## src/hw/dbg_hs_pkg.sv

```systemverilog
package dbg_hs_pkg;

  // register byte offsets
  localparam logic [7:0] REG_CTRL     = 8'h00;
  localparam logic [7:0] REG_STATUS   = 8'h04;
  localparam logic [7:0] REG_IRQ_STAT = 8'h08;
  localparam logic [7:0] REG_IRQ_CLR  = 8'h0c;
  localparam logic [7:0] REG_IRQ_EN   = 8'h10;

  // control field positions and reset values
  localparam int         CTRL_HS_EN_BIT    = 0;
  localparam int         CTRL_STOP_ACK_BIT = 1;
  localparam logic       HS_EN_RESET       = 1'b0;
  localparam logic       STOP_ACK_RESET    = 1'b0;

  // status field positions
  localparam int         STAT_DBG_ACT_BIT  = 0;
  localparam int         STAT_NO_RESPONSE_FLAG_BIT   = 1;
  localparam int         STAT_STOP_BIT     = 2;
  localparam int         STAT_WAIT_BIT     = 3;
  localparam int         STAT_STATE_LSB    = 4;

  // event bits, shared by irq status, clear and enable
  localparam int         EV_ACK_BIT        = 0;
  localparam int         EV_NO_RESPONSE_FLAG_BIT     = 1;
  localparam int         EV_STOP_BIT       = 2;
  localparam int         EV_WAIT_BIT       = 3;
  localparam int         EV_WIDTH          = 4;
  localparam logic [3:0] EV_EN_RESET       = 4'h0;

  // bus answers
  localparam logic [1:0] RESP_OKAY         = 2'h0;
  localparam logic [1:0] RESP_SLVERR       = 2'h2;

  // acknowledge timing, in serial clock cycles and core cycles
  localparam logic [6:0] ACK_LOW_CYCLES      = 7'h10;
  localparam logic [6:0] LONG_ACK_CYCLES     = 7'h40;
  localparam logic [1:0] SPEEDUP_CORE_CYCLES = 2'h2;

  // decoded host commands
  typedef enum logic [2:0] {
    CMD_READ    = 3'b000,
    CMD_WRITE   = 3'b001,
    CMD_CONTROL = 3'b010,
    CMD_STEP    = 3'b011,
    CMD_GO      = 3'b100,
    CMD_HALT    = 3'b101
  } dbg_cmd_t;

  // core debug states
  typedef enum logic [2:0] {
    ST_RUN   = 3'b000,
    ST_DEBUG = 3'b001,
    ST_STEP  = 3'b010,
    ST_STOP  = 3'b011,
    ST_WAIT  = 3'b100
  } dbg_state_t;

endpackage

```

## src/hw/debug_handshake_step.sv

```systemverilog
// Decided for this implementation: the register offsets and register access over AXI4-Lite.
`timescale 1ns/1ps
// How it works
// - completed command gives 16-cycle low plus speedup
// - handshake off, access takes bus at once
// - access waits one core cycle after decode
// - late access sets no-response, keeps going
// - initiated access still completes later
// - step runs one instruction, back to debug
// - pending interrupt: stacking counts as step
// - peripherals freeze only in active debug
// - stop step gives long acknowledge, stop flag
// - interrupt leaves stop into active debug
// - wait step sets flags, long ack, leaves debug
// - wait accepts accesses, interrupt returns, no ack
module debug_handshake_step (
  // clock and reset
  input  wire logic        core_clk,
  input  wire logic        rst_b,
  // axi4-lite write address and data
  input  wire logic [7:0]  s_axi_awaddr,
  input  wire logic        s_axi_awvalid,
  output logic             s_axi_awready,
  input  wire logic [31:0] s_axi_wdata,
  input  wire logic [3:0]  s_axi_wstrb,
  input  wire logic        s_axi_wvalid,
  output logic             s_axi_wready,
  // axi4-lite write response
  output logic [1:0]       s_axi_bresp,
  output logic             s_axi_bvalid,
  input  wire logic        s_axi_bready,
  // axi4-lite read
  input  wire logic [7:0]  s_axi_araddr,
  input  wire logic        s_axi_arvalid,
  output logic             s_axi_arready,
  output logic [31:0]      s_axi_rdata,
  output logic [1:0]       s_axi_rresp,
  output logic             s_axi_rvalid,
  input  wire logic        s_axi_rready,
  // interrupt
  output logic             irq,
  // single-wire link
  input  wire logic        debug_serial_clock,
  input  wire logic        background_pin_in,
  output logic             background_pin_out,
  output logic             background_pin_oe,
  // decoded host commands
  input  wire logic        cmd_valid,
  input  wire logic [2:0]  cmd_kind,
  // internal bus access
  output logic             bus_req,
  output logic             bus_priority,
  input  wire logic        bus_grant,
  input  wire logic        bus_done,
  // processor control
  input  wire logic        irq_pending,
  input  wire logic        wake_irq,
  input  wire logic        cpu_step_done,
  input  wire logic        cpu_exec_stop,
  input  wire logic        cpu_exec_wait,
  output logic             cpu_halt,
  output logic             cpu_step,
  output logic             cpu_stack,
  output logic             cpu_enter_isr,
  output logic             periph_freeze,
  output logic             debug_active_flag
);

  typedef struct packed {
    dbg_hs_pkg::dbg_state_t st;
    logic                   hs_en;
    logic                   stop_ack_en;
    logic                   no_resp;
    logic                   stop_f;
    logic                   wait_f;
    logic [3:0]             ev_stat;
    logic [3:0]             ev_en;
    logic                   acc_wait;
    logic                   acc_req;
    logic                   acc_busy;
    logic                   step_p;
    logic                   stack_p;
    logic                   isr_p;
    logic                   ack_start;
    logic                   ack_long;
    logic                   aw_got;
    logic                   w_got;
    logic [7:0]             awaddr;
    logic [31:0]            wdata;
    logic [3:0]             wstrb;
    logic                   bvalid;
    logic [1:0]             bresp;
    logic                   rvalid;
    logic [31:0]            rdata;
    logic [1:0]             rresp;
  } core_t;

  core_t s_reg;
  core_t s_next;

  logic [1:0] lnk_level;
  logic [1:0] lnk_rise;
  logic [1:0] lnk_fall;
  logic       ack_busy;
  logic       retrieve;
  logic       acc_pending;

  // serial clock and pin pass two flops before use
  link_sync u_sync (
    .core_clk (core_clk),
    .rst_b    (rst_b),
    .raw_in   ({background_pin_in, debug_serial_clock}),
    .level    (lnk_level),
    .rise     (lnk_rise),
    .fall     (lnk_fall)
  );

  // acknowledge pulse on the background pin
  ack_pulse_gen u_ack (
    .core_clk  (core_clk),
    .rst_b     (rst_b),
    .sclk_rise (lnk_rise[0]),
    .start     (s_reg.ack_start),
    .long_sel  (s_reg.ack_long),
    .pin_out   (background_pin_out),
    .pin_oe    (background_pin_oe),
    .busy      (ack_busy)
  );

  // host pulls the pin low to start data retrieval
  assign acc_pending = s_reg.acc_wait | s_reg.acc_req | s_reg.acc_busy;
  assign retrieve    = lnk_fall[1] & ~background_pin_oe & ~ack_busy;

  // register read mux
  function automatic logic [31:0] read_word(input core_t s, input logic [7:0] a);
    logic [31:0] w;
    w = 32'h0000_0000;
    unique case (a)
      dbg_hs_pkg::REG_CTRL: begin
        w[dbg_hs_pkg::CTRL_HS_EN_BIT]    = s.hs_en;
        w[dbg_hs_pkg::CTRL_STOP_ACK_BIT] = s.stop_ack_en;
      end
      dbg_hs_pkg::REG_STATUS: begin
        w[dbg_hs_pkg::STAT_DBG_ACT_BIT] = (s.st != dbg_hs_pkg::ST_RUN) && (s.st != dbg_hs_pkg::ST_WAIT);
        w[dbg_hs_pkg::STAT_NO_RESPONSE_FLAG_BIT]  = s.no_resp;
        w[dbg_hs_pkg::STAT_STOP_BIT]    = s.stop_f;
        w[dbg_hs_pkg::STAT_WAIT_BIT]    = s.wait_f;
        w[dbg_hs_pkg::STAT_STATE_LSB +: 3] = s.st;
      end
      dbg_hs_pkg::REG_IRQ_STAT: w[dbg_hs_pkg::EV_WIDTH-1:0] = s.ev_stat;
      dbg_hs_pkg::REG_IRQ_EN:   w[dbg_hs_pkg::EV_WIDTH-1:0] = s.ev_en;
      default:                  w = 32'h0000_0000;
    endcase
    return w;
  endfunction

  function automatic logic addr_ok(input logic [7:0] a);
    return (a == dbg_hs_pkg::REG_CTRL) || (a == dbg_hs_pkg::REG_STATUS) ||
           (a == dbg_hs_pkg::REG_IRQ_STAT) || (a == dbg_hs_pkg::REG_IRQ_CLR) ||
           (a == dbg_hs_pkg::REG_IRQ_EN);
  endfunction

  // next state: bus slave, access path, stepping, flags
  always_comb begin
    logic [3:0] ev_set;
    logic [3:0] ev_clr;
    logic [3:0] flag_clr;
    logic       do_write;
    logic       ack_now;
    logic       ack_long_now;
    ev_set       = 4'h0;
    ev_clr       = 4'h0;
    flag_clr     = 4'h0;
    do_write     = 1'b0;
    ack_now      = 1'b0;
    ack_long_now = 1'b0;
    s_next           = s_reg;
    s_next.step_p    = 1'b0;
    s_next.stack_p   = 1'b0;
    s_next.isr_p     = 1'b0;
    s_next.ack_start = 1'b0;
    s_next.ack_long  = 1'b0;

    // write channel: address and data in either order, answer after both
    if (s_axi_awvalid && s_axi_awready) begin
      s_next.aw_got = 1'b1;
      s_next.awaddr = s_axi_awaddr;
    end
    if (s_axi_wvalid && s_axi_wready) begin
      s_next.w_got = 1'b1;
      s_next.wdata = s_axi_wdata;
      s_next.wstrb = s_axi_wstrb;
    end
    if (s_reg.aw_got && s_reg.w_got) begin
      s_next.aw_got = 1'b0;
      s_next.w_got  = 1'b0;
      s_next.bvalid = 1'b1;
      s_next.bresp  = addr_ok(s_reg.awaddr) ? dbg_hs_pkg::RESP_OKAY : dbg_hs_pkg::RESP_SLVERR;
      do_write      = s_reg.wstrb[0];
    end
    if (s_reg.bvalid && s_axi_bready) begin
      s_next.bvalid = 1'b0;
    end
    if (do_write) begin
      unique case (s_reg.awaddr)
        dbg_hs_pkg::REG_CTRL: begin
          s_next.hs_en       = s_reg.wdata[dbg_hs_pkg::CTRL_HS_EN_BIT];
          s_next.stop_ack_en = s_reg.wdata[dbg_hs_pkg::CTRL_STOP_ACK_BIT];
        end
        dbg_hs_pkg::REG_STATUS:  flag_clr = s_reg.wdata[3:0];
        dbg_hs_pkg::REG_IRQ_CLR: ev_clr   = s_reg.wdata[dbg_hs_pkg::EV_WIDTH-1:0];
        dbg_hs_pkg::REG_IRQ_EN:  s_next.ev_en = s_reg.wdata[dbg_hs_pkg::EV_WIDTH-1:0];
        default: ;
      endcase
    end

    // read channel
    if (s_axi_arvalid && s_axi_arready) begin
      s_next.rvalid = 1'b1;
      s_next.rdata  = read_word(s_reg, s_axi_araddr);
      s_next.rresp  = addr_ok(s_axi_araddr) ? dbg_hs_pkg::RESP_OKAY : dbg_hs_pkg::RESP_SLVERR;
    end else if (s_reg.rvalid && s_axi_rready) begin
      s_next.rvalid = 1'b0;
    end

    // flag clears first, sets below win
    if (flag_clr[dbg_hs_pkg::STAT_NO_RESPONSE_FLAG_BIT]) s_next.no_resp = 1'b0;
    if (flag_clr[dbg_hs_pkg::STAT_STOP_BIT])   s_next.stop_f  = 1'b0;
    if (flag_clr[dbg_hs_pkg::STAT_WAIT_BIT])   s_next.wait_f  = 1'b0;

    // internal access: one cycle of wait, then request
    if (s_reg.acc_wait) begin
      s_next.acc_wait = 1'b0;
      s_next.acc_req  = 1'b1;
    end
    if (s_reg.acc_req && (bus_grant || !s_reg.hs_en)) begin
      s_next.acc_req  = 1'b0;
      s_next.acc_busy = 1'b1;
    end
    if (s_reg.acc_busy && bus_done) begin
      s_next.acc_busy = 1'b0;
      ack_now         = s_reg.hs_en;
    end
    if (retrieve && acc_pending && !(s_reg.acc_busy && bus_done)) begin
      s_next.no_resp = 1'b1;
      ev_set[dbg_hs_pkg::EV_NO_RESPONSE_FLAG_BIT] = 1'b1;
    end

    // commands and stepping
    unique case (s_reg.st)
      dbg_hs_pkg::ST_RUN: begin
        if (cmd_valid && cmd_kind == dbg_hs_pkg::CMD_HALT) begin
          s_next.st = dbg_hs_pkg::ST_DEBUG;
          ack_now   = s_reg.hs_en;
        end
      end
      dbg_hs_pkg::ST_DEBUG: begin
        if (cmd_valid && cmd_kind == dbg_hs_pkg::CMD_STEP) begin
          s_next.st = dbg_hs_pkg::ST_STEP;
          if (irq_pending) begin
            s_next.stack_p = 1'b1;
          end else begin
            s_next.step_p = 1'b1;
          end
        end else if (cmd_valid && cmd_kind == dbg_hs_pkg::CMD_GO) begin
          s_next.st = dbg_hs_pkg::ST_RUN;
          ack_now   = s_reg.hs_en;
        end else if (cmd_valid && cmd_kind == dbg_hs_pkg::CMD_CONTROL) begin
          ack_now = s_reg.hs_en;
        end
      end
      dbg_hs_pkg::ST_STEP: begin
        if (cpu_exec_stop) begin
          s_next.st = dbg_hs_pkg::ST_STOP;
          if (s_reg.hs_en && s_reg.stop_ack_en) begin
            s_next.stop_f = 1'b1;
            ack_now       = 1'b1;
            ack_long_now  = 1'b1;
            ev_set[dbg_hs_pkg::EV_STOP_BIT] = 1'b1;
          end
        end else if (cpu_exec_wait) begin
          s_next.st      = dbg_hs_pkg::ST_WAIT;
          s_next.wait_f  = 1'b1;
          s_next.no_resp = 1'b1;
          ack_now        = s_reg.hs_en;
          ack_long_now   = 1'b1;
          ev_set[dbg_hs_pkg::EV_WAIT_BIT]   = 1'b1;
          ev_set[dbg_hs_pkg::EV_NO_RESPONSE_FLAG_BIT] = 1'b1;
        end else if (cpu_step_done) begin
          s_next.st = dbg_hs_pkg::ST_DEBUG;
          ack_now   = s_reg.hs_en;
        end
      end
      dbg_hs_pkg::ST_STOP: begin
        if (wake_irq) begin
          s_next.st    = dbg_hs_pkg::ST_DEBUG;
          s_next.isr_p = 1'b1;
        end
      end
      dbg_hs_pkg::ST_WAIT: begin
        if (wake_irq) begin
          s_next.st    = dbg_hs_pkg::ST_DEBUG;
          s_next.isr_p = 1'b1;
        end
      end
      default: s_next.st = dbg_hs_pkg::ST_RUN;
    endcase

    // accesses are non-intrusive, taken in any state while the path is idle
    if (cmd_valid && !acc_pending &&
        (cmd_kind == dbg_hs_pkg::CMD_READ || cmd_kind == dbg_hs_pkg::CMD_WRITE)) begin
      s_next.acc_wait = 1'b1;
    end

    // acknowledge request, dropped if one is still on the pin
    if (ack_now && !ack_busy) begin
      s_next.ack_start = 1'b1;
      s_next.ack_long  = ack_long_now;
      ev_set[dbg_hs_pkg::EV_ACK_BIT] = 1'b1;
    end
    s_next.ev_stat = (s_reg.ev_stat & ~ev_clr) | ev_set;
  end

  always_ff @(posedge core_clk or negedge rst_b) begin
    if (!rst_b) begin
      s_reg             <= '0;
      s_reg.st          <= dbg_hs_pkg::ST_RUN;
      s_reg.hs_en       <= dbg_hs_pkg::HS_EN_RESET;
      s_reg.stop_ack_en <= dbg_hs_pkg::STOP_ACK_RESET;
      s_reg.ev_en       <= dbg_hs_pkg::EV_EN_RESET;
    end else begin
      s_reg <= s_next;
    end
  end

  // bus slave handshakes
  assign s_axi_awready = !s_reg.aw_got && !s_reg.bvalid;
  assign s_axi_wready  = !s_reg.w_got && !s_reg.bvalid;
  assign s_axi_bvalid  = s_reg.bvalid;
  assign s_axi_bresp   = s_reg.bresp;
  assign s_axi_arready = !s_reg.rvalid;
  assign s_axi_rvalid  = s_reg.rvalid;
  assign s_axi_rdata   = s_reg.rdata;
  assign s_axi_rresp   = s_reg.rresp;
  assign irq           = |(s_reg.ev_stat & s_reg.ev_en);

  // core-facing outputs
  assign bus_req           = s_reg.acc_req;
  assign bus_priority      = s_reg.acc_req && !s_reg.hs_en;
  assign cpu_halt          = (s_reg.st == dbg_hs_pkg::ST_DEBUG);
  assign cpu_step          = s_reg.step_p;
  assign cpu_stack         = s_reg.stack_p;
  assign cpu_enter_isr     = s_reg.isr_p;
  assign periph_freeze     = (s_reg.st == dbg_hs_pkg::ST_DEBUG);
  assign debug_active_flag = (s_reg.st != dbg_hs_pkg::ST_RUN) && (s_reg.st != dbg_hs_pkg::ST_WAIT);

  acc_delay_a: assert property (@(posedge core_clk) disable iff (!rst_b)
    (cmd_valid && !acc_pending && cmd_kind == dbg_hs_pkg::CMD_READ) |=> !bus_req ##1 bus_req)
    else $error("access requested without one cycle of wait");

  bus_priority_a: assert property (@(posedge core_clk) disable iff (!rst_b)
    (s_reg.acc_req && !s_reg.hs_en) |=> s_reg.acc_busy && !bus_req)
    else $error("access waited for a free cycle with handshake off");

  no_response_flag_keep_a: assert property (@(posedge core_clk) disable iff (!rst_b)
    (retrieve && acc_pending && !(s_reg.acc_busy && bus_done)) |=> s_reg.no_resp && acc_pending)
    else $error("late access not flagged or aborted");

  step_one_a: assert property (@(posedge core_clk) disable iff (!rst_b)
    (cpu_halt && cmd_valid && cmd_kind == dbg_hs_pkg::CMD_STEP && !irq_pending)
      |=> cpu_step && !cpu_stack ##1 !cpu_step)
    else $error("step did not issue exactly one instruction");

  step_stack_a: assert property (@(posedge core_clk) disable iff (!rst_b)
    (cpu_halt && cmd_valid && cmd_kind == dbg_hs_pkg::CMD_STEP && irq_pending) |=> cpu_stack && !cpu_step)
    else $error("pending interrupt step did not stack");

  step_freeze_a: assert property (@(posedge core_clk) disable iff (!rst_b)
    (cpu_step || cpu_stack) |-> !periph_freeze && debug_active_flag)
    else $error("peripherals frozen while stepping");

  stop_long_a: assert property (@(posedge core_clk) disable iff (!rst_b)
    (s_reg.st == dbg_hs_pkg::ST_STEP && cpu_exec_stop && s_reg.hs_en && s_reg.stop_ack_en && !ack_busy)
      |=> s_reg.stop_f && s_reg.ack_start && s_reg.ack_long)
    else $error("stop step without long acknowledge");

  stop_wake_a: assert property (@(posedge core_clk) disable iff (!rst_b)
    (s_reg.st == dbg_hs_pkg::ST_STOP && wake_irq) |=> cpu_halt && cpu_enter_isr)
    else $error("stop exit did not return to debug");

  wait_enter_a: assert property (@(posedge core_clk) disable iff (!rst_b)
    (s_reg.st == dbg_hs_pkg::ST_STEP && !cpu_exec_stop && cpu_exec_wait)
      |=> s_reg.wait_f && s_reg.no_resp && !debug_active_flag)
    else $error("wait step flags wrong");

  wait_wake_a: assert property (@(posedge core_clk) disable iff (!rst_b)
    (s_reg.st == dbg_hs_pkg::ST_WAIT && wake_irq) |=> cpu_halt && cpu_enter_isr && !s_reg.ack_start)
    else $error("wait exit wrong or acknowledged");

endmodule // debug_handshake_step

```

## src/hw/link_sync.sv

```systemverilog
`timescale 1ns/1ps
module link_sync (
  // clock and reset
  input  wire logic       core_clk,
  input  wire logic       rst_b,
  // raw pin levels
  input  wire logic [1:0] raw_in,
  // synchronised levels and edges
  output logic      [1:0] level,
  output logic      [1:0] rise,
  output logic      [1:0] fall
);

  typedef struct packed {
    logic [1:0] s1;
    logic [1:0] s2;
    logic [1:0] s3;
  } sync_t;

  sync_t s_reg;
  sync_t s_next;

  // two flops per bit, third only for edge finding
  always_comb begin
    s_next    = s_reg;
    s_next.s1 = raw_in;
    s_next.s2 = s_reg.s1;
    s_next.s3 = s_reg.s2;
  end

  always_ff @(posedge core_clk or negedge rst_b) begin
    if (!rst_b) begin
      s_reg <= '0;
    end else begin
      s_reg <= s_next;
    end
  end

  // edges from the second and third stage only
  assign level = s_reg.s2;
  assign rise  = s_reg.s2 & ~s_reg.s3;
  assign fall  = ~s_reg.s2 & s_reg.s3;

endmodule // link_sync

```

## src/hw/ack_pulse_gen.sv

```systemverilog
`timescale 1ns/1ps
module ack_pulse_gen (
  // clock and reset
  input  wire logic core_clk,
  input  wire logic rst_b,
  // serial clock edge, one core cycle
  input  wire logic sclk_rise,
  // request
  input  wire logic start,
  input  wire logic long_sel,
  // pin drive
  output logic      pin_out,
  output logic      pin_oe,
  output logic      busy
);

  typedef struct packed {
    logic       active;
    logic       speed;
    logic [6:0] cnt;
    logic [6:0] len;
    logic [1:0] sp;
    logic       oe;
    logic       val;
  } ack_t;

  ack_t s_reg;
  ack_t s_next;

  // low phase counted in serial clock rises, then a driven-high speedup
  always_comb begin
    s_next = s_reg;
    if (!s_reg.active) begin
      if (start) begin
        s_next.active = 1'b1;
        s_next.speed  = 1'b0;
        s_next.cnt    = 7'h00;
        s_next.oe     = 1'b1;
        s_next.val    = 1'b0;
        s_next.len    = long_sel ? dbg_hs_pkg::LONG_ACK_CYCLES - 7'h01
                                 : dbg_hs_pkg::ACK_LOW_CYCLES - 7'h01;
      end
    end else if (!s_reg.speed) begin
      if (sclk_rise) begin
        if (s_reg.cnt == s_reg.len) begin
          s_next.speed = 1'b1;
          s_next.val   = 1'b1;
          s_next.sp    = 2'h0;
        end else begin
          s_next.cnt = s_reg.cnt + 7'h01;
        end
      end
    end else begin
      if (s_reg.sp == dbg_hs_pkg::SPEEDUP_CORE_CYCLES - 2'h1) begin
        s_next.active = 1'b0;
        s_next.speed  = 1'b0;
        s_next.oe     = 1'b0;
        s_next.val    = 1'b0;
      end else begin
        s_next.sp = s_reg.sp + 2'h1;
      end
    end
  end

  always_ff @(posedge core_clk or negedge rst_b) begin
    if (!rst_b) begin
      s_reg <= '0;
    end else begin
      s_reg <= s_next;
    end
  end

  assign pin_out = s_reg.val;
  assign pin_oe  = s_reg.oe;
  assign busy    = s_reg.active;

  ack_low_end_a: assert property (@(posedge core_clk) disable iff (!rst_b)
    $rose(s_reg.speed) |-> $past(sclk_rise) && ($past(s_reg.cnt) == $past(s_reg.len)))
    else $error("ack low phase ended on wrong count");

  ack_speedup_a: assert property (@(posedge core_clk) disable iff (!rst_b)
    $rose(s_reg.speed) |-> (pin_oe && pin_out) [*2] ##1 !pin_oe)
    else $error("speedup pulse not two driven-high cycles");

endmodule // ack_pulse_gen

```

## config.mk

```make
export PLATFORM = sky130hd
export DESIGN_NAME = debug_handshake_step
export DESIGN_NICKNAME = d
export VERILOG_FILES = /design/src/hw/dbg_hs_pkg.sv /design/src/hw/debug_handshake_step.sv /design/src/hw/link_sync.sv /design/src/hw/ack_pulse_gen.sv
export SDC_FILE = /design/constraint.sdc
export NUM_CORES = 1
export LEC_CHECK = 0
export BUFFER_PORTS_ARGS = -buffer_cell sky130_fd_sc_hd__buf_2
export CAP_MARGIN = 20
export CORE_MARGIN = 4
export CORE_UTILIZATION = 34
export DETAILED_ROUTE_END_ITERATION = 7
export PLACE_DENSITY_LB_ADDON = 0.15
export SETUP_SLACK_MARGIN = 0.1
export SYNTH_ARGS = -nofsm -noshare
export SYNTH_HDL_FRONTEND = slang
export SYNTH_SLANG_ARGS = --single-unit
```

## constraint.sdc

```tcl
create_clock -name core_clk -period 1.94 [get_ports core_clk]
set_input_delay 0.194 -clock core_clk [delete_from_list [all_inputs] [get_ports core_clk]]
set_output_delay 0.194 -clock core_clk [all_outputs]
set_load 0.01 [all_outputs]
```

==> impl_results.md, run 1 <==
* Sequential cell area at about 1800 um2
* Final-stage net count at 484
* Core footprint at approximately 10000 um2
* Reg-to-reg endpoint: s_reg[103]
* EDFF count, synth at 0
* Fin. Hold Viols at 0
* GR Layer Usage met3 at slightly above 3%
* Fill cells at 1046
* RSZ-0062 raised after global routing: true
* Router iterations before antenna repair at 4
* Post-DP HPWL at approximately 5900 um
* GRT Residual Overflow at 0
* CP Data Required Time at around 2.2 ns
* Worst IR Drop VDD at about 0.55 mV
* CTS root buffer: clkbuf_8
* Vias at between 2000 and 3000
* Worst slew pin tran at about 0.55 ns
* Yosys top cell area share at roughly 49%
* Area leader, netlist: dfrtp_1
* Clk Latency, worst-skew pair at approximately 0.35 ns
* Synthesized area at approximately 3600 um2
* Synthesized flop and latch total at 71
* Area taken by multi-input logic gates at between 1500 and 2000 um2
* Final period util at between 90% and 100%
* Relative slew slack at 63.6%
* Worst hold start: s_axi_bready
* Synth top area cells: dfrtp_1 (49%), buf_4 (7.6%), mux2_2 (5.3%)
* Pleak at around 2 nW
* Layout area overhead at 16.8%
* GRT Max-Usage Layer: met2
* ANT cells at 0
* Syn avg cell area at approximately 11 um2
* Largest net degree at the start of global routing at 29
* CTS Buffer Depth at 2
* Critical path startpoint category: flop
* Fin util at 41.1%
* M1 GR Usage at about 17%
* Global placement routability congestion at 0.772
* Max Cap Violations at 0
* Post-route DRC at 0
* Post-Synthesis Cells at 342
* Hold Path End: s_axi_bvalid
* Ports at 124
* Total wire length at 7630 um
* TritonCTS buffer count at 9
* R2R cell count at 4
* Seq/Total Area, Yosys at roughly 49%
* Clock Skews at 0.0114 ns
* DRT iter0 DRCs at 91
* Met2 Use GR at 19.1%
* RR Startpoint: s_reg[80]
* Ys async rst share at 100%
* Worst endpoint data arrival time at approximately 2 ns
* H-tree levels at 3
* Die area at between 10000 and 15000 um2
* Port bufs at 65
* Die Y at between 100 and 150 um
* Avg Vias per Cell at between 4 and 5
* Critical path peak fanout at 4
* Max-slew violation count at 0
* Leading cell types in the layout, fill and taps excluded: dfrtp_1 (71), buf_2 (65), nand2_1 (28), conb_1 (27)
* Yosys cell types at just under 60
* Ratio of cells with drive above 1 in the final layout at approximately 29%
* GR Util All Layers at 12.6%
* PwrDens at 1020 nW/um2
* Max reg flops at 35
* Post-route ant nets at 0
* Setup Viol. Count Final at 0
* Clock sink count at a little over 70
* Kind of critical path: reg -> reg
* Initial core utilization at 35.2%
* Fmax at between 0.5 and 0.6 GHz
* CTS tree: yes
* Min-Delay Path Class: in -> reg
* Minimum clock period at about 1.8 ns
* Initial antenna violation count at 0
* Final non-filler cell area at between 4000 and 5000 um2
* Post-placement cell area at approximately 4000 um2
* Ys Warns at 0
* Vias in the first global route at roughly 2600
* Worst R2R Setup Slack at roughly 0.11 ns
* Main flop type after synthesis: dfrtp_1
* Hold path depth at 2
* Total Power at about 4.4 mW
* Setup tns final at 0 ns
* DR WL/cell at 13.8 um
* Commonest non-fill, non-tap cell in the layout: dfrtp_1
* Rows at 37
* Status: finished clean
* Clock Pin Slew Worst Setup and Hold Paths at roughly 0.070 ns
* Setup crit end kind: flop
* Die extent in x at roughly 110 um
* Global-route wire length before repair at between 10000 and 15000 um
==> worst max path at each step <==
stage                   start    endpoint  slack (ns)
detailed placement  s_reg[74]   s_reg[93]        0.09
floorplan           s_reg[74]   s_reg[92]        0.18
global route        s_reg[80]  s_reg[104]        0.05
global placement    s_reg[74]   s_reg[94]        0.11
finish              s_reg[80]  s_reg[103]        0.11
CTS                 s_reg[74]  s_reg[103]        0.12
==> repair_timing <==
action	in CTS	in global routing
setup endpoints to repair	6	8
setup buffers	0	1
hold buffers	4	0
resized for setup	1	4
pin swaps	1	2
endpoints found under the hold margin	23	0
==> stage by stage <==
stage	cells	setup slack, ns	hold slack, ns
floorplan	368	0.183	-0.102
global placement	530	0.109	0.209
detailed placement	530	0.0852	0.217
CTS	550	0.117	0.00503
global route	551	0.0549	0.00485
finish	551	0.111	0.0216
==> critical path, cell delays in order, from the launching register on <==
cell	delay, ns
dfrtp_1	0.38
or4_4	0.62
nor2_4	0.12
and4bb_2	0.26
mux2_2	0.33
==> area by class of cell <==
cell class	count	area share, %
clock inverters	5	1.38
flip-flops and latches	71	41.7
repair buffers	79	10.9
well taps	136	4.00
multi-input cells	239	38.0
clock buffers	11	3.08
inverters	10	0.881
==> synth_stat cells, types with 5 or more instances <==
library cell / count
a21o_1: 10
a21oi_1: 8
a22o_1: 6
a22oi_1: 5
buf_4: 37
clkbuf_1: 9
dfrtp_1: 71
inv_1: 10
mux2_2: 17
mux2i_1: 9
nand2_1: 28
nand2b_1: 8
nand3_1: 8
nor2_1: 15
nor2b_1: 8
nor3_1: 7
o21ai_0: 17
==> where the power goes <==
| group | total, mW | switching (mW) | internal, mW |
|---|---|---|---|
| clock | 1.16 | 0.561 | 0.595 |
| sequential | 2.12 | 0.332 | 1.79 |
| combinational | 1.09 | 0.549 | 0.542 |
| total | 4.36 | 1.44 | 2.92 |
==> layer usage <==
layer / vias to the layer above / share of wire, % / routed length [um]
met5: - / 0 / 0
met4: 0 / 1.6 / 122
met3: 9 / 5.9 / 452
met2: 75 / 44 / 3380
met1: 1247 / 48 / 3670
li1: 1300 / - / -
==> kinds of logic (layout without fill, tap and decap cells) <==
kind of cell    Yosys count  in the layout  share of synthesized area, %
compound gates           71             71                          14.0
xor+xnor                  1              1                         0.240
fa+ha+maj                 2              2                         0.686
buf+inv                  58            105                          10.0
flops                    71             71                          48.7
mux                      30             30                          8.96
other cells               1             27                         0.103
simple gates            108            108                          17.3
Note: power is estimated with default switching activity, not from simulation.
==> run 2: changes to the inputs <==
Settings changed: PLACE_DENSITY from default to 0.7, PLACE_DENSITY_LB_ADDON 0.15 to default, SKIP_CTS_REPAIR_TIMING from default to 1.
==> impl_results.md, run 2 (synthesized netlist as in run 1, its figures left out) <==
* Fin util at 41.1% (about the same)
* Critical path peak fanout at 4 (unchanged)
* Avg Vias per Cell at 4.87 (was 4.77)
* Post-route ant nets at 0 (unchanged)
* Initial core utilization at 35.2% (unchanged)
* RSZ-0062 raised after global routing: true (unchanged)
* ANT cells at 0 (unchanged)
* Fmax at 0.552 GHz (was 0.547 GHz)
* Clock Pin Slew Worst Setup and Hold Paths at 0.07 ns (about the same)
* Critical Path Stages at 4 (unchanged)
* Worst IR Drop VDD at 0.617 mV (was 0.551 mV)
* Clock sink count at 71 (unchanged)
* Global-route wire length before repair at 13000 um (was 12900 um)
* DR WL/cell at 13.9 um (was 13.8 um)
* Largest net degree at the start of global routing at 72 (was 29)
* Max Cap Violations at 0 (unchanged)
* Setup crit end kind: flop (unchanged)
* GR Layer Usage met3 at 3.21% (was 3.10%)
* Max-slew violation count at 0 (unchanged)
* Leading cell types in the layout, fill and taps excluded: dfrtp_1 (71), buf_2 (65), nand2_1 (28), conb_1 (27) (unchanged)
* CP top delay family: simple AND/OR/NAND/NOR gates (unchanged)
* Die Y at 112 um (unchanged)
* Setup tns final at 0 ns (unchanged)
* GRT Residual Overflow at 0 (unchanged)
* GR Util All Layers at 12.9% (was 12.6%)
* Worst hold start: irq_pending (was s_axi_bready)
* Ratio of cells with drive above 1 in the final layout at 28.8% (was 28.9%)
* Final worst slack at 0.128 ns (was 0.111 ns)
* TritonCTS buffer count at 9 (unchanged)
* Status: finished clean (unchanged)
* Minimum clock period at 1.81 ns (was 1.83 ns)
* Final-stage net count at 479 (was 484)
* Max reg flops at 35 (unchanged)
* Post-DP HPWL at 5700 um (was 5870 um)
* Pleak at 2.04 nW (about the same)
* Dpl ws at 0.0648 ns (was 0.0852 ns)
* Final non-filler cell area at 4260 um2 (about the same)
* Kind of critical path: reg -> reg (unchanged)
* CP Cell Sequence: or4_4 -> nor2_2 -> and4bb_2 -> mux2_2 (was or4_4 -> nor2_4 -> and4bb_2 -> mux2_2)
* CP max stage cell: or4_4 (unchanged)
* Clk Latency, worst-skew pair at 0.34 ns (was 0.35 ns)
* Post-route DRC at 0 (unchanged)
* Met2 Use GR at 19.7% (was 19.1%)
* PwrDens at 1090 nW/um2 (was 1020 nW/um2)
* Ports at 124 (unchanged)
* Fin. Hold Viols at 0 (unchanged)
* Die extent in x at 112 um (unchanged)
* CP Data Required Time at 2.17 ns (was 2.16 ns)
* Setup Viol. Count Final at 0 (unchanged)
* M1 GR Usage at 17.1% (was 17.3%)
* R2R cell count at 4 (unchanged)
* Port bufs at 65 (unchanged)
* CTS tree: yes (unchanged)
* CTS root buffer: clkbuf_8 (unchanged)
* Post-placement cell area at 3970 um2 (was 4000 um2)
* Vias in the first global route at 2646 (was 2631)
* Core footprint at 10400 um2 (unchanged)
* CTS Buffer Depth at 2 (unchanged)
* Die area at 12400 um2 (unchanged)
* Buf/Inv on CP at 0 (unchanged)
* Global placement routability congestion at 0.767 (was 0.772)
* GRT Max-Usage Layer: met2 (unchanged)
* Vias at 2659 (was 2631)
* Layout area overhead at 16.8% (about the same)
* Max incr delay on CP at 0.60 ns (was 0.62 ns)
* Commonest non-fill, non-tap cell in the layout: dfrtp_1 (unchanged)
* Router iterations before antenna repair at 4 (unchanged)
* Min-Delay Path Class: in -> reg (unchanged)
* Worst endpoint data arrival time at 2.04 ns (was 2.05 ns)
* Total Power at 4.66 mW (was 4.36 mW)
* Hold path depth at 2 (unchanged)
* Final period util at 93.4% (was 94.3%)
* Total wire length at 7580 um (was 7630 um)
* Rows at 37 (unchanged)
* H-tree levels at 3 (unchanged)
* RR Startpoint: s_reg[74] (was s_reg[80])
* Clock Skews at 0.00786 ns (was 0.0114 ns)
* Initial antenna violation count at 1 (was 0)
* Origin of the worst setup path: s_reg[74] (was s_reg[80])
* Critical path startpoint category: flop (unchanged)
* DRT iter0 DRCs at 121 (was 91)
run 2: metrics by stage:
stage,hold slack (ns),cells
after floorplan,-0.102,368
after global placement,0.243,527
after detailed placement,0.254,527
after CTS,-0.132,543
after global routing,0.00524,546
final,0.0106,546
run 2: path summary, 6_finish.rpt:
kind	endpoint	slack (ns)
max	s_reg[104]	0.13
min	cpu_step	0.01
max reg2reg	s_reg[104]	0.13
min reg2reg	u_sync.level[0]	0.35
max in group asynchronous	bus_req	1.24
min in group asynchronous	s_axi_rdata[1]	0.40
run 2: area by class of cell:
type,instances,area [um2]
Fill cell,1016,6110
Sequential cell,71,1780
Multi-Input combinational cell,239,1610
Timing Repair Buffer,74,413
Tap cell,136,170
Clock buffer,11,151
Clock inverter,5,104
Inverter,10,37.5
run 2: worst reg2reg max path, stage by stage, from the launching register on:
cell	delay [ns]
dfrtp_1	0.38
or4_4	0.60
nor2_2	0.13
and4bb_2	0.27
mux2_2	0.33
run 2: power by group:
part	leakage, nW	internal [mW]	switching [mW]
Combinational	1.00	0.529	0.541
Sequential	0.913	1.79	0.329
Clock	0.130	0.924	0.546
Total	2.04	3.24	1.42
run 2: metal layers:
metal  vias up  share of wire [%]
met5         -              0.092
met4         2                2.8
met3        14                6.6
met2        98                 46
met1      1260                 44
li1       1285                  -
==> run 3: changes to the inputs <==
Settings changed: ABC_AREA from default to 1, PLACE_DENSITY 0.7 to 0.69.
Clock period 1.94 ns to 2.12 ns, I/O delays scaled along.
==> impl_results.md, run 3 <==
* CTS root buffer: clkbuf_8 (unchanged)
* CP max stage cell: dfrtp_1 (was or4_4)
* TritonCTS buffer count at 9 (unchanged)
* Clock sink count at 71 (unchanged)
* Worst slew pin tran at around 0.51 ns
* ANT cells at 0 (unchanged)
* Router iterations before antenna repair at 4 (unchanged)
* Rows at 38 (was 37)
* Max incr delay on CP at 0.49 ns (was 0.60 ns)
* Layout area overhead at 14.4% (was 16.8%)
* Kind of critical path: reg -> reg (unchanged)
* Worst hold start: irq_pending (unchanged)
* EDFF count, synth at 0 (unchanged)
* Main flop type after synthesis: dfrtp_1 (unchanged)
* DR WL/cell at 11.9 um (was 13.9 um)
* Synthesized flop and latch total at 71 (unchanged)
* CTS tree: yes (unchanged)
* Pleak at 2.22 nW (was 2.04 nW)
* Hold Path End: cpu_step (unchanged)
* Reg-to-reg endpoint: u_ack.s_reg[8] (was s_reg[104])
* Avg Vias per Cell at 4.59 (was 4.87)
* Die Y at 113 um (was 112 um)
* Global placement routability congestion at 0.890 (was 0.767)
* Syn avg cell area at 8.09 um2 (was 10.7 um2)
* Global-route wire length before repair at 13300 um (was 13000 um)
* Area taken by multi-input logic gates at 1560 um2 (was 1610 um2)
* Sequential cell area at 1780 um2 (unchanged)
* Worst R2R Setup Slack at 0.46 ns (was 0.13 ns)
* Min-Delay Path Class: in -> reg (unchanged)
* RSZ-0062 raised after global routing: false (was true)
* H-tree levels at 3 (unchanged)
* Vias in the first global route at 2969 (was 2646)
* Sw Ratio at 35.6% (was 30.4%)
* Clk Latency, worst-skew pair at 0.34 ns (about the same)
* Synth top area cells: dfrtp_1 (47%), nand2_1 (11%), buf_4 (8.0%) (was dfrtp_1 (49%), buf_4 (7.6%), mux2_2 (5.3%))
* CP Data Required Time at 2.35 ns (was 2.17 ns)
* Final period util at 78.5% (was 93.4%)
* Max reg flops at 35 (unchanged)
* Setup Viol. Count Final at 0 (unchanged)
* Post-DP HPWL at 5970 um (was 5700 um)
* RR Startpoint: u_ack.busy (was s_reg[74])
* Die area at 12800 um2 (was 12400 um2)
* Seq/Total Area, Yosys at 47.3% (was 48.7%)
* Post-route DRC at 0 (unchanged)
* GRT Residual Overflow at 0 (unchanged)
* Critical path peak fanout at 12 (was 4)
* Comb power frac at 27.9% (was 23.0%)
* Clock Pin Slew Worst Setup and Hold Paths at 0.08 ns (was 0.07 ns)
* Relative slew slack at 65.9%
* Ports at 124 (unchanged)
* Worst IR Drop VDD at 0.390 mV (was 0.617 mV)
* Largest net degree at the start of global routing at 72 (unchanged)
* Setup tns final at 0 ns (unchanged)
* Yosys top cell area share at 47.3% (was 48.7%)
* GR Util All Layers at 12.7% (was 12.9%)
* Final-stage net count at 601 (was 479)
* Initial core utilization at 34.6% (was 35.2%)
* Fin util at 39.6% (was 41.1%)
* Port bufs at 65 (unchanged)
* Leading cell types in the layout, fill and taps excluded: nand2_1 (115), dfrtp_1 (71), buf_2 (65), nor2_1 (50), inv_1 (49) (was dfrtp_1 (71), buf_2 (65), nand2_1 (28), conb_1 (27))
* CTS Buffer Depth at 2 (unchanged)
* Commonest cells in the netlist: nand2_1 (115), dfrtp_1 (71), nor2_1 (50) (was dfrtp_1 (71), buf_4 (37), nand2_1 (28))
* R2R cell count at 3 (was 4)
* Worst endpoint data arrival time at 1.89 ns (was 2.04 ns)
* Final non-filler cell area at 4300 um2 (was 4260 um2)
* Status: finished clean (unchanged)
* Post-route ant nets at 0 (unchanged)
* Hold path depth at 2 (unchanged)
* Total wire length at 8010 um (was 7580 um)
* Die extent in x at 113 um (was 112 um)
* Clock Skews at 0.00965 ns (was 0.00786 ns)
* P_int at 2.62 mW (was 3.24 mW)
* Setup crit end kind: flop (unchanged)
* Post-Synthesis Cells at 464 (was 342)
* Core footprint at 10800 um2 (was 10400 um2)
* Area leader, netlist: dfrtp_1 (unchanged)
* Seq pwr share at 44.8% (was 45.4%)
* Total Power at 4.07 mW (was 4.66 mW)
* Fill cells at 1135 (was 1016)
* DRT iter0 DRCs at 149 (was 121)
* Commonest non-fill, non-tap cell in the layout: nand2_1 (was dfrtp_1)
* Vias at 3083 (was 2659)
* Fmax at 0.601 GHz (was 0.552 GHz)
* CP Cell Sequence: inv_1 -> nand2_1 -> mux2_2 (was or4_4 -> nor2_2 -> and4bb_2 -> mux2_2)
* Synthesized area at 3750 um2 (was 3650 um2)
* Max-slew violation count at 0 (unchanged)
* Final worst slack at 0.456 ns (was 0.128 ns)
* Critical path startpoint category: flop (unchanged)
* Yosys cell types at 36 (was 59)
* Dpl ws at 0.470 ns (was 0.0648 ns)
* Clock share of power at 27.3% (was 31.6%)
* Max Cap Violations at 0 (unchanged)
* Post-placement cell area at 4060 um2 (was 3970 um2)
* Minimum clock period at 1.66 ns (was 1.81 ns)
* Ys Warns at 0 (unchanged)
* Psw at 1.45 mW (was 1.42 mW)
* PwrDens at 948 nW/um2 (was 1090 nW/um2)
* Initial antenna violation count at 0 (was 1)
* Most frequent cell after synthesis: nand2_1 (was dfrtp_1)
* Ys async rst share at 100% (unchanged)
* Fin. Hold Viols at 0 (unchanged)
* Ratio of cells with drive above 1 in the final layout at 21.6% (was 28.8%)
## run 3: cell types whose count changed after synthesis, sizes merged, moves of 8 or more
cell,change
nor2,+41
mux2i,-9
nand3,+39
mux2,-13
inv,+42
nand2,+93
nor2b,-8
nand2b,-8
o21ai,+9
a21o,-10
## run 3: how the worst max path moves through the flow
stage	from	to	slack (ns)
2_1_floorplan	s_axi_bvalid	s_reg[38]	0.83
3_3_place_gp	u_ack.busy	u_ack.pin_out	0.48
3_5_place_dp	u_ack.busy	u_ack.s_reg[8]	0.47
4_1_cts	u_ack.busy	u_ack.s_reg[8]	0.47
5_1_grt	u_ack.busy	u_ack.pin_out	0.30
6_report	u_ack.busy	u_ack.s_reg[8]	0.46
## run 3: cell families (layout without fill, tap and decap cells)
logic type | count (synthesis) | in the layout | share of synthesized area [%]
flip-flops | 71 | 71 | 47.3
other | 1 | 27 | 0.0999
AND/OR/NAND/NOR | 242 | 242 | 29.5
adder cells (fa/ha/maj) | 2 | 2 | 0.666
AO/OA/AOI/OAI | 44 | 44 | 6.36
buffers and inverters | 96 | 138 | 13.6
multiplexers | 8 | 8 | 2.40
## run 3: layout make-up
| cell class | instances | area share [%] |
|---|---|---|
| flip-flops and latches | 71 | 41.4 |
| multi-input cells | 323 | 36.4 |
| repair buffers | 69 | 8.74 |
| inverters | 53 | 4.63 |
| well taps | 140 | 4.08 |
| clock buffers | 10 | 3.20 |
| clock inverters | 6 | 1.57 |
## run 3: power by group through the flow
stage,registers [mW],logic [mW],clock network (mW)
2_1_floorplan,1.80,0.893,0
3_3_place_gp,1.84,1.12,0
6_report,1.82,1.14,1.11
4_1_cts,1.83,1.15,1.15
3_5_place_dp,1.85,1.15,0
5_1_grt,1.87,1.31,1.21
## run 3: critical path: cells and delay by family (launching register included)
family / cells / cell delay (ns)
flip-flops: 1 / 0.49
AND/OR/NAND/NOR: 1 / 0.45
multiplexers: 1 / 0.39
buffers and inverters: 1 / 0.23
## run 3: routing by layer
metal  wire length, um  share of wire, %  GRT usage (%)  up-vias
met5                 0                 0              0        -
met3               575               7.2           4.28       11
met4               168               2.1           5.29        0
met2              3680                46           19.5       99
met1              3590                45           16.4     1424
li1                  -                 -              -     1549
## run 3: through the flow
stage / instances / hold WS, ns
final: 672 / 0.0428
after global placement: 653 / 0.265
after CTS: 669 / -0.111
after detailed placement: 653 / 0.264
after floorplan: 490 / -0.0836
after global routing: 672 / 0.0335
